### src/verilog/iac_cfg.svh
// Purpose: Constants for the maskable interrupt acceptance block.
// Assumes: Included by the package and the design module.
// Notes: Offsets are byte addresses on the register bus.
`ifndef IAC_CFG_SVH
`define IAC_CFG_SVH

`define IAC_NSRC 8
`define IAC_IDX_W 3
`define IAC_FIRST_EDGE 6
`define IAC_NEDGE 2
`define IAC_LVL_W 3
`define IAC_LVL_OFF 3'h0
`define IAC_IPL_MAX 3'h7
`define IAC_IPL_RESET 3'h0

`define IAC_CB_LVL_HI 2
`define IAC_CB_PEND 3
`define IAC_CB_POL 4

`define IAC_ADDR_W 12
`define IAC_OFF_CTRL0 12'h000
`define IAC_CTRL_SPAN 12'h020
`define IAC_OFF_FLAG 12'h040
`define IAC_OFF_STAT 12'h044

`define IAC_FLAG_RESET 16'h0000
`define IAC_FB_D 2
`define IAC_FB_I 6
`define IAC_FB_U 7
`define IAC_FB_IPL_LO 12
`define IAC_FB_IPL_HI 14

`define IAC_ST_BUSY 0
`define IAC_ST_LATE 1
`define IAC_ST_NUM_LO 8
`define IAC_ST_NUM_HI 13
`define IAC_ST_LVL_LO 16
`define IAC_ST_LVL_HI 18

`define IAC_INFO_ADDR 20'h00000
`define IAC_NUM_BASE 6'h15
`define IAC_SWI_KEEP_U 6'h20

`define IAC_MAX_INSTR_CYC 5'd30
`define IAC_SEQ_BASE 5'd18
`define IAC_SEQ_BUS8 5'd20
`define IAC_EXTRA_DBC 5'd2
`define IAC_EXTRA_ONE 5'd1
`define IAC_STEP_PUSH 5'd3

`endif

### src/verilog/iac_pkg.sv
// Purpose: Types shared by the interrupt acceptance design and its bench.
// Assumes: iac_cfg.svh supplies the widths.
// Notes: Field layouts of the carriers live here.
`default_nettype none
`include "iac_cfg.svh"

package iac_pkg;

    typedef struct packed {
        logic edge_polarity;
        logic pend;
        logic [`IAC_LVL_W-1:0] lvl;
    } iac_ctrl_t;

    typedef struct packed {
        logic rd;
        logic [19:0] addr;
        logic [5:0] num;
        logic [`IAC_LVL_W-1:0] lvl;
    } iac_info_t;

    typedef struct packed {
        logic stb;
        logic byte_wide;
        logic [15:0] data;
    } iac_push_t;

    typedef enum logic [2:0] {
        IAC_K_RESET = 3'h0,
        IAC_K_NMI = 3'h1,
        IAC_K_DBC = 3'h2,
        IAC_K_WDT = 3'h3,
        IAC_K_SSTEP = 3'h4,
        IAC_K_ADDR = 3'h5,
        IAC_K_SWI = 3'h6,
        IAC_K_OTHER = 3'h7
    } iac_kind_t;

    typedef enum logic [2:0] {
        IAC_S_IDLE = 3'h0,
        IAC_S_INFO = 3'h1,
        IAC_S_SAVE = 3'h3,
        IAC_S_CLRF = 3'h2,
        IAC_S_PUSH = 3'h6,
        IAC_S_WAIT = 3'h7,
        IAC_S_DONE = 3'h5
    } iac_state_t;

endpackage

`default_nettype wire

### src/verilog/iac_top.sv
// Purpose: Maskable interrupt acceptance and entry sequence control.
// Assumes: APB slave on pclk; CPU gives instruction boundaries, PC, SP.
// Notes: Source 0 has the highest fixed priority among equal levels.
//
// The register addresses and the APB register port were chosen for this implementation.
`default_nettype none
`include "iac_cfg.svh"

module iac_top
    import iac_pkg::*;
(
    input wire logic pclk,
    input wire logic presetn,
    input wire logic clk_en,
    input wire logic psel,
    input wire logic penable,
    input wire logic pwrite,
    input wire logic [`IAC_ADDR_W-1:0] paddr,
    input wire logic [31:0] pwdata,
    output logic [31:0] prdata,
    output logic pready,
    output logic pslverr,
    input wire logic [`IAC_FIRST_EDGE-1:0] src_req,
    input wire logic [`IAC_NEDGE-1:0] ext_pin,
    input wire logic instr_done,
    input wire logic string_op_active,
    input wire logic [19:0] cpu_pc,
    input wire logic [15:0] cpu_sp,
    input wire logic vector_odd,
    input wire logic bus_8bit,
    input wire logic special_req,
    input wire iac_kind_t special_kind,
    input wire logic [5:0] special_num,
    output iac_info_t info,
    output iac_push_t push,
    output logic [15:0] flag_word,
    output logic seq_busy,
    output logic seq_done,
    output logic suspend
);

    function automatic logic [`IAC_IDX_W:0] pick_best(
        input logic [`IAC_NSRC-1:0] ok,
        input iac_ctrl_t c [`IAC_NSRC]
    );
        logic found;
        logic [`IAC_IDX_W-1:0] idx;
        logic [`IAC_LVL_W-1:0] best;
        found = 1'b0;
        idx = '0;
        best = `IAC_LVL_OFF;
        // Scanning downward with >= lets the lower index win a tie.
        for (int i = `IAC_NSRC - 1; i >= 0; i--)
        begin
            if (ok[i] && (!found || c[i].lvl >= best))
            begin
                found = 1'b1;
                idx = i[`IAC_IDX_W-1:0];
                best = c[i].lvl;
            end
        end
        return {found, idx};
    endfunction

    function automatic logic [4:0] seq_len(
        input logic b8,
        input logic vodd,
        input logic spodd,
        input iac_kind_t k,
        input logic masked
    );
        logic [4:0] n;
        n = b8 ? `IAC_SEQ_BUS8 :
            5'(`IAC_SEQ_BASE + {4'h0, vodd} + {4'h0, spodd});
        if (!masked && k == IAC_K_DBC)
            n = 5'(n + `IAC_EXTRA_DBC);
        else if (!masked && (k == IAC_K_SSTEP || k == IAC_K_ADDR))
            n = 5'(n + `IAC_EXTRA_ONE);
        return n;
    endfunction

    iac_ctrl_t ctrl_q [`IAC_NSRC];
    iac_ctrl_t ctrl_d [`IAC_NSRC];
    logic [`IAC_NEDGE-1:0] sync1_q, sync2_q, sync3_q;
    logic [`IAC_NEDGE-1:0] filt_q, filt_d;
    logic [15:0] flag_q, flag_d, tmp_q;
    iac_state_t st_q, st_d;
    logic [4:0] cnt_q, len_q, wait_q;
    logic [1:0] pidx_q;
    logic masked_q, sp_odd_q, late_q, sp_pend_q;
    logic [`IAC_IDX_W-1:0] src_q;
    logic [`IAC_LVL_W-1:0] lvl_q;
    iac_kind_t kind_q, sp_kind_q;
    logic [5:0] num_q, sp_num_q;
    logic [19:0] pc_q;
    logic [31:0] prdata_q;
    logic pready_q, pslverr_q, done_q, susp_q, busy_q;
    iac_info_t info_q;
    iac_push_t push_q;

    // Register bus decode.
    wire apb_acc = psel && penable && !pready_q;
    wire apb_fin = psel && penable && pready_q;
    wire aligned = paddr[1:0] == 2'b00;
    wire hit_ctrl = aligned && paddr < `IAC_CTRL_SPAN;
    wire hit_flag = aligned && paddr == `IAC_OFF_FLAG;
    wire hit_stat = aligned && paddr == `IAC_OFF_STAT;
    wire hit_any = hit_ctrl || hit_flag || hit_stat;
    wire [`IAC_IDX_W-1:0] widx = paddr[`IAC_IDX_W+1:2];
    wire wr_ctrl = apb_fin && pwrite && hit_ctrl;
    wire wr_flag = apb_fin && pwrite && hit_flag;

    wire glb_en = flag_q[`IAC_FB_I];
    wire [`IAC_LVL_W-1:0] cpu_priority_floor = flag_q[`IAC_FB_IPL_HI:`IAC_FB_IPL_LO];
    wire idle = st_q == IAC_S_IDLE;

    // Only the synchronised filter levels feed the edge detector.
    logic [`IAC_NEDGE-1:0] edge_rise, edge_fall;
    always_comb
    begin
        for (int e = 0; e < `IAC_NEDGE; e++)
        begin
            filt_d[e] = (sync2_q[e] == sync3_q[e]) ? sync3_q[e] : filt_q[e];
            edge_rise[e] = filt_d[e] && !filt_q[e];
            edge_fall[e] = !filt_d[e] && filt_q[e];
        end
    end

    logic [`IAC_NSRC-1:0] req_set, ok_src;
    always_comb
    begin
        for (int i = 0; i < `IAC_NSRC; i++)
        begin
            if (i < `IAC_FIRST_EDGE)
                req_set[i] = src_req[i];
            else if (ctrl_q[i].edge_polarity)
                req_set[i] = edge_rise[i - `IAC_FIRST_EDGE];
            else
                req_set[i] = edge_fall[i - `IAC_FIRST_EDGE];
            // Level zero can never exceed any floor value.
            ok_src[i] = glb_en && ctrl_q[i].pend
                && ctrl_q[i].lvl > cpu_priority_floor;
        end
    end

    wire [`IAC_IDX_W:0] best = pick_best(ok_src, ctrl_q);
    wire mask_ok = best[`IAC_IDX_W];
    wire [`IAC_IDX_W-1:0] best_idx = best[`IAC_IDX_W-1:0];
    wire sp_high = sp_pend_q && sp_kind_q inside
        {IAC_K_RESET, IAC_K_NMI, IAC_K_DBC, IAC_K_WDT};
    wire any_req = mask_ok || sp_pend_q;
    wire boundary = instr_done
        || (string_op_active && any_req);
    wire start = idle && boundary && any_req;
    wire take_mask = mask_ok && !sp_high;
    wire sp_taken = start && !take_mask;
    wire info_cyc = st_q == IAC_S_INFO;
    wire hw_clr_hit = info_cyc && masked_q;

    always_comb
    begin
        for (int i = 0; i < `IAC_NSRC; i++)
        begin
            ctrl_d[i] = ctrl_q[i];
            if (wr_ctrl && widx == i[`IAC_IDX_W-1:0])
            begin
                ctrl_d[i].lvl = pwdata[`IAC_CB_LVL_HI:0];
                ctrl_d[i].edge_polarity = (i >= `IAC_FIRST_EDGE)
                    && pwdata[`IAC_CB_POL];
            end
            // A new request wins over both kinds of clear.
            ctrl_d[i].pend = (ctrl_q[i].pend
                && !(wr_ctrl && widx == i[`IAC_IDX_W-1:0]
                     && !pwdata[`IAC_CB_PEND])
                && !(hw_clr_hit && src_q == i[`IAC_IDX_W-1:0]))
                || req_set[i];
        end
    end

    // Flag word: software writes, entry sequence updates.
    wire keep_u = !masked_q && kind_q == IAC_K_SWI
        && num_q >= `IAC_SWI_KEEP_U;
    always_comb
    begin
        flag_d = flag_q;
        if (st_q == IAC_S_CLRF)
        begin
            flag_d[`IAC_FB_I] = 1'b0;
            flag_d[`IAC_FB_D] = 1'b0;
            if (!keep_u)
                flag_d[`IAC_FB_U] = 1'b0;
        end
        else if (st_q == IAC_S_DONE)
        begin
            if (masked_q)
                flag_d[`IAC_FB_IPL_HI:`IAC_FB_IPL_LO] = lvl_q;
            else if (kind_q == IAC_K_WDT || kind_q == IAC_K_NMI)
                flag_d[`IAC_FB_IPL_HI:`IAC_FB_IPL_LO] = `IAC_IPL_MAX;
            else if (kind_q == IAC_K_RESET)
                flag_d[`IAC_FB_IPL_HI:`IAC_FB_IPL_LO] = `IAC_IPL_RESET;
        end
        else if (wr_flag)
            flag_d = pwdata[15:0];
    end

    // Entry sequence.
    wire [1:0] plast = sp_odd_q ? 2'h3 : 2'h1;
    always_comb
    begin
        st_d = st_q;
        case (st_q)
            IAC_S_IDLE: if (start) st_d = IAC_S_INFO;
            IAC_S_INFO: st_d = IAC_S_SAVE;
            IAC_S_SAVE: st_d = IAC_S_CLRF;
            IAC_S_CLRF: st_d = IAC_S_PUSH;
            IAC_S_PUSH: if (pidx_q == plast) st_d = IAC_S_WAIT;
            IAC_S_WAIT: if (cnt_q == 5'(len_q - 5'd2)) st_d = IAC_S_DONE;
            IAC_S_DONE: st_d = IAC_S_IDLE;
            default: st_d = IAC_S_IDLE;
        endcase
    end

    wire item_sel = sp_odd_q ? pidx_q[1] : pidx_q[0];
    wire [15:0] item = item_sel ? pc_q[15:0]
        : {pc_q[19:16], tmp_q[15:12], tmp_q[7:0]};
    wire [15:0] push_val = !sp_odd_q ? item
        : (pidx_q[0] ? {8'h00, item[15:8]}
                     : {8'h00, item[7:0]});
    wire [5:0] acc_num = take_mask
        ? 6'(`IAC_NUM_BASE + {3'h0, best_idx}) : sp_num_q;

    wire [31:0] stat_word = {13'h0000, lvl_q, 2'b00, num_q, 6'h00,
        late_q, !idle};
    wire [31:0] rd_word = hit_ctrl
        ? {24'h000000, 3'b000, ctrl_q[widx].edge_polarity, ctrl_q[widx].pend,
           ctrl_q[widx].lvl}
        : hit_flag ? {16'h0000, flag_q}
        : hit_stat ? stat_word : 32'h00000000;

    always_ff @(posedge pclk or negedge presetn)
    begin
        if (!presetn)
        begin
            sync1_q <= '0;
            sync2_q <= '0;
            sync3_q <= '0;
            filt_q <= '0;
            for (int i = 0; i < `IAC_NSRC; i++)
                ctrl_q[i] <= '0;
            flag_q <= `IAC_FLAG_RESET;
        end
        else if (clk_en)
        begin
            sync1_q <= ext_pin;
            sync2_q <= sync1_q;
            sync3_q <= sync2_q;
            filt_q <= filt_d;
            ctrl_q <= ctrl_d;
            flag_q <= flag_d;
        end
    end

    always_ff @(posedge pclk or negedge presetn)
    begin
        if (!presetn)
        begin
            pready_q <= 1'b0;
            pslverr_q <= 1'b0;
            prdata_q <= '0;
        end
        else if (clk_en)
        begin
            pready_q <= apb_acc;
            pslverr_q <= apb_acc && !hit_any;
            prdata_q <= (apb_acc && !pwrite) ? rd_word : '0;
        end
    end

    // Special request latch; a fresh request beats its own acceptance.
    always_ff @(posedge pclk or negedge presetn)
    begin
        if (!presetn)
        begin
            sp_pend_q <= 1'b0;
            sp_kind_q <= IAC_K_OTHER;
            sp_num_q <= '0;
        end
        else if (clk_en)
        begin
            sp_pend_q <= special_req || (sp_pend_q && !sp_taken);
            if (special_req)
            begin
                sp_kind_q <= special_kind;
                sp_num_q <= special_num;
            end
        end
    end

    // Time from a waiting request to an instruction end is watched.
    always_ff @(posedge pclk or negedge presetn)
    begin
        if (!presetn)
        begin
            wait_q <= '0;
            late_q <= 1'b0;
        end
        else if (clk_en)
        begin
            if (start || !any_req || !idle)
                wait_q <= '0;
            else if (wait_q != 5'h1f)
                wait_q <= 5'(wait_q + 5'd1);
            if (start)
                late_q <= 1'b0;
            else if (wait_q >= `IAC_MAX_INSTR_CYC)
                late_q <= 1'b1;
        end
    end

    always_ff @(posedge pclk or negedge presetn)
    begin
        if (!presetn)
        begin
            st_q <= IAC_S_IDLE;
            cnt_q <= '0;
            len_q <= `IAC_SEQ_BASE;
            pidx_q <= '0;
            masked_q <= 1'b0;
            sp_odd_q <= 1'b0;
            src_q <= '0;
            lvl_q <= '0;
            kind_q <= IAC_K_OTHER;
            num_q <= '0;
            pc_q <= '0;
            tmp_q <= '0;
        end
        else if (clk_en)
        begin
            st_q <= st_d;
            cnt_q <= start ? 5'd0 : 5'(cnt_q + {4'h0, !idle});
            if (st_q == IAC_S_PUSH)
                pidx_q <= 2'(pidx_q + 2'd1);
            else
                pidx_q <= '0;
            if (start)
            begin
                masked_q <= take_mask;
                src_q <= best_idx;
                lvl_q <= take_mask ? ctrl_q[best_idx].lvl : `IAC_LVL_OFF;
                kind_q <= take_mask ? IAC_K_OTHER : sp_kind_q;
                num_q <= acc_num;
                pc_q <= cpu_pc;
                sp_odd_q <= cpu_sp[0];
                len_q <= seq_len(bus_8bit, vector_odd, cpu_sp[0],
                    sp_kind_q, take_mask);
            end
            if (info_cyc)
                tmp_q <= flag_q;
        end
    end

    always_ff @(posedge pclk or negedge presetn)
    begin
        if (!presetn)
        begin
            info_q <= '0;
            push_q <= '0;
            done_q <= 1'b0;
            susp_q <= 1'b0;
            busy_q <= 1'b0;
        end
        else if (clk_en)
        begin
            info_q.rd <= st_d == IAC_S_INFO;
            info_q.addr <= `IAC_INFO_ADDR;
            info_q.num <= start ? acc_num : info_q.num;
            info_q.lvl <= start && take_mask
                ? ctrl_q[best_idx].lvl : (start ? `IAC_LVL_OFF : info_q.lvl);
            push_q.stb <= st_q == IAC_S_PUSH;
            push_q.byte_wide <= sp_odd_q;
            push_q.data <= st_q == IAC_S_PUSH ? push_val : '0;
            done_q <= st_q == IAC_S_DONE;
            susp_q <= start && !instr_done;
            busy_q <= st_d != IAC_S_IDLE;
        end
    end

    assign prdata = prdata_q;
    assign pready = pready_q;
    assign pslverr = pslverr_q;
    assign info = info_q;
    assign push = push_q;
    assign flag_word = flag_q;
    assign seq_busy = busy_q;
    assign seq_done = done_q;
    assign suspend = susp_q;

endmodule

`default_nettype wire

### config.mk
export PLATFORM = sky130hd
export DESIGN_NAME = iac_top
export DESIGN_NICKNAME = d
export VERILOG_FILES = /design/src/verilog/iac_pkg.sv /design/src/verilog/iac_top.sv
export VERILOG_INCLUDE_DIRS = /design/src /design/src/verilog
export SDC_FILE = /design/constraint.sdc
export NUM_CORES = 1
export LEC_CHECK = 0
export ABC_AREA = 1
export BUFFER_PORTS_ARGS = -buffer_cell sky130_fd_sc_hd__buf_2
export CORE_ASPECT_RATIO = 0.7
export CORE_MARGIN = 2
export CORE_UTILIZATION = 55
export DETAILED_ROUTE_END_ITERATION = 8
export MAX_ROUTING_LAYER = met4
export PLACE_DENSITY = 0.89
export SLEW_MARGIN = 25
export SYNTH_ARGS = -nofsm -noshare
export SYNTH_HDL_FRONTEND = slang
export SYNTH_SLANG_ARGS = --single-unit
### constraint.sdc
create_clock -name pclk -period 9.18 [get_ports pclk]
set_clock_uncertainty 0.05 [all_clocks]
set_input_delay 0.918 -clock pclk [delete_from_list [all_inputs] [get_ports pclk]]
set_output_delay 0.918 -clock pclk [all_outputs]
set_load 0.05 [all_outputs]
==> flow_summary_export.csv <==
group,metric,value,unit
outcome,status,"finished, final reports clean",
floorplanning,fp.dieW,168.9,µm
power_and_ir_drop,power_density,220.4,mW/mm²
clocking,cts_tree,"done",
global_routing,grt_pass1_vias,9370,
routing,drtIter0Drc,1434,
worst_setup_path,cp-start-kind,"flip-flop",
routing,wl_per_cell,18.79,µm
synth,synth_most_common_cell,"nand2_1",
cells_and_area,drive_gt1_share,22.45,%
placement,dpl.hpwl,22520,µm
synth,synth_edf_count,0,
cells_and_area,diodes,0,
worst_setup_path,max_stage_delay,0.48,ns
floorplanning,dieArea,0.02018,mm²
cells_and_area,finalInstanceArea,0.01240,mm²
clocking,clk_pin_slew,0.08,ns
floorplanning,start_util,55.82,%
synth,ys_seq_elements,183,
routing,drc_errors,0,
clocking,cts_buffers,17,
synth,synth_area_leaders,"dfrtp_1 (42%), nand2_1 (12%), ha_1 (6.5%)",
placement,portBuffers,144,
sta,setup-violations-final,0,
job,cap_violations,0,
synth,synth_common_cells,"nand2_1 (321), dfrtp_1 (176), inv_1 (156), o21ai_0 (123), nand3_1 (89)",
sta,setup_tns,0,ns
floorplanning,std_cell_rows,42,
global_routing,grt_max_degree,119,
power_and_ir_drop,p_leak,6.299,nW
synth,yosys.cell_types.count,54,
clocking,htreeDepth,4,
global_routing,track_usage,32.74,%
sta,fmax,0.1135,GHz
placement,routabilityCongestion,0.9812,
worst_setup_path,critPathMostFrequentCell,"nand2_1",
worst_setup_path,endpoint_kind,"flip-flop",
worst_setup_path,criticalPathCategory,"flip-flop to flip-flop",
sta,slew_violations,0,
sta,relSlewSlack,33.62,%
sta,whs,0.4274,ns
clocking,clock_path_buffers,2,
sta,period_share,95.97,%
worst_setup_path,crit_path_max_fanout,7,
routing,postRouteAntennaNets,0,
routing,vias,10160,
clocking,worstSkewPairLatency,0.44,ns
placement,placed_area,0.01141,mm²
worst_hold_path,hp-class,"flip-flop to flip-flop",
synth,seq_area_frac_synth,43.82,%
synth,synth.avg_cell_area,8.136,µm²
clocking,clock-root-buffer,"clkbuf_16",
global_routing,grt-ovfl-total,0,
cells_and_area,syn2layout_area_growth,18.45,%
power_and_ir_drop,ir_drop,0.1421,mV
synth,synth_largest_area_cell,"dfrtp_1",
synth,yosysWarningCount,0,
synth,synth_flop_cell,"dfrtp_1",
sta,tightest_slew,0.9957,ns
worst_setup_path,arrival,9.14,ns
routing,wirelength,32170,µm
synth,async_flop_share,100.0,%
worst_setup_path,slowest_stage,"dfrtp_2",
routing,drt_pass1_iterations,6,
worst_setup_path,required,9.51,ns
global_routing,grt_pass1_wl,49940,µm
floorplanning,die_y,119.4,µm
floorplanning,coreArea,0.01876,mm²
clocking,cts_sinks,183,
routing,vias_per_cell,5.933,
floorplanning,ios,209,
synth,syn_inst,1287,
sta,hold_viol_final,0,
synth,yosys.area.top_type_share,42.06,%
synth,syn-cell-area,0.01047,mm²
global_routing,grt_antenna_before_repair,0,
sta,post-route-min-period,8.810,ns
cells_and_area,nets,1619,
## layout make-up
type	instances	area, µm²
fill	1438	6357
multi-input combinational	901	5154
sequential	183	4591
timing repair buffer	186	1091
inverter	168	640.6
clock buffer	17	425.4
tap	242	302.8
clock inverter	15	198.9
## worst paths after layout
path / slack [ns] / startpoint / endpoint / cells past startpoint
setup reg to reg: 0.37 / ctrl_q[2] / info[0] / 69
min in group asynchronous: 0.55 / presetn / info[29] / 1
setup / recovery: 0.37 / ctrl_q[2] / info[0] / 69
max in group asynchronous: 7.13 / presetn / masked_q / 2
hold / removal: 0.43 / info[29] / info[29] / 2
hold reg to reg: 0.43 / info[29] / info[29] / 2
## metrics by stage
| stage | std cells | util (%) | power, mW | worst slack (ns) |
|---|---|---|---|---|
| floorplan | 1319 | - | 1.676 | 0.5049 |
| global placement | 1665 | 60.84 | 1.891 | 0.2387 |
| detailed placement | 1665 | 60.84 | 1.932 | -0.005985 |
| CTS | 1698 | 64.33 | 2.700 | 0.02418 |
| global route | 1712 | 66.11 | 2.854 | -0.1472 |
| finish | 1712 | 66.11 | 2.734 | 0.3702 |
## layer usage
metal	part of all wire [%]	GRT usage, %
met2	43	46.13
met5	0	-
met4	3.1	10.94
met1	41	46.74
met3	13	7.544
## power breakdown
group          switching, mW  internal [mW]
Combinational          0.651          0.249
Sequential             0.107          0.959
Clock                  0.372          0.396
Total                   1.13           1.60
## placed cells by master (no fill, tap or decap), types with 6 or more instances in the layout
cell type	instances
nand2_1	313
dfrtp_1	174
inv_1	154
buf_2	143
o21ai_0	117
nand3_1	79
nor2_1	57
ha_1	49
a21oi_1	41
buf_4	38
conb_1	33
clkbuf_16	18
nand2_2	17
o21ai_1	14
mux2_2	14
o22ai_1	13
nand3_2	12
o211ai_1	12
inv_2	10
nand4_1	10
a32o_1	10
o311ai_0	10
a21oi_2	8
nand2_4	8
o21ai_2	8
nor3_1	7
dfstp_2	7
nand3b_1	6
## sequential cells by signal, summed over array words and instances (netlist names), 2 cells and up
register / count
lvl_q: 3
ctrl_q: 34
sync1_q: 2
pc_q: 20
filt_q: 2
sync2_q: 2
push: 18
wait_q: 5
flag_word: 16
len_q: 4
pidx_q: 2
cnt_q: 5
tmp_q: 12
sp_num_q: 6
sync3_q: 2
sp_kind_q: 3
info: 10
prdata: 19
kind_q: 3
src_q: 3
st_q: 3
## worst max-delay path: cells and delay by family (launching register included)
| family | cells | cell delay (ns) |
|---|---|---|
| AND/OR/NAND/NOR | 43 | 4.02 |
| adder cells (fa/ha/maj) | 8 | 2.22 |
| AO/OA/AOI/OAI | 12 | 1.47 |
| flip-flops | 1 | 0.48 |
| buffers and inverters | 6 | 0.48 |
## timing repair
| item | 4_1_cts | 5_1_grt |
|---|---|---|
| pin swaps | 6 | 22 |
| resized for setup | 9 | 46 |
| hold buffers | 0 | 0 |
| endpoints found under the setup margin | 8 | 13 |
| buffers inserted | 1 | 12 |
| cloned | 0 | 2 |
## kinds of logic (layout without fill, tap and decap cells)
logic type / after synthesis / after routing / share of synthesized area [%]
multiplexers: 19 / 19 / 1.984
AND/OR/NAND/NOR: 526 / 527 / 22.02
XOR/XNOR: 9 / 9 / 0.7527
buffers and inverters: 236 / 386 / 10.14
flip-flops: 183 / 183 / 43.82
other: 1 / 33 / 0.03581
adder cells (fa/ha/maj): 54 / 54 / 6.452
AO/OA/AOI/OAI: 259 / 259 / 14.79
No activity file was read; power rests on OpenSTA's default activity.
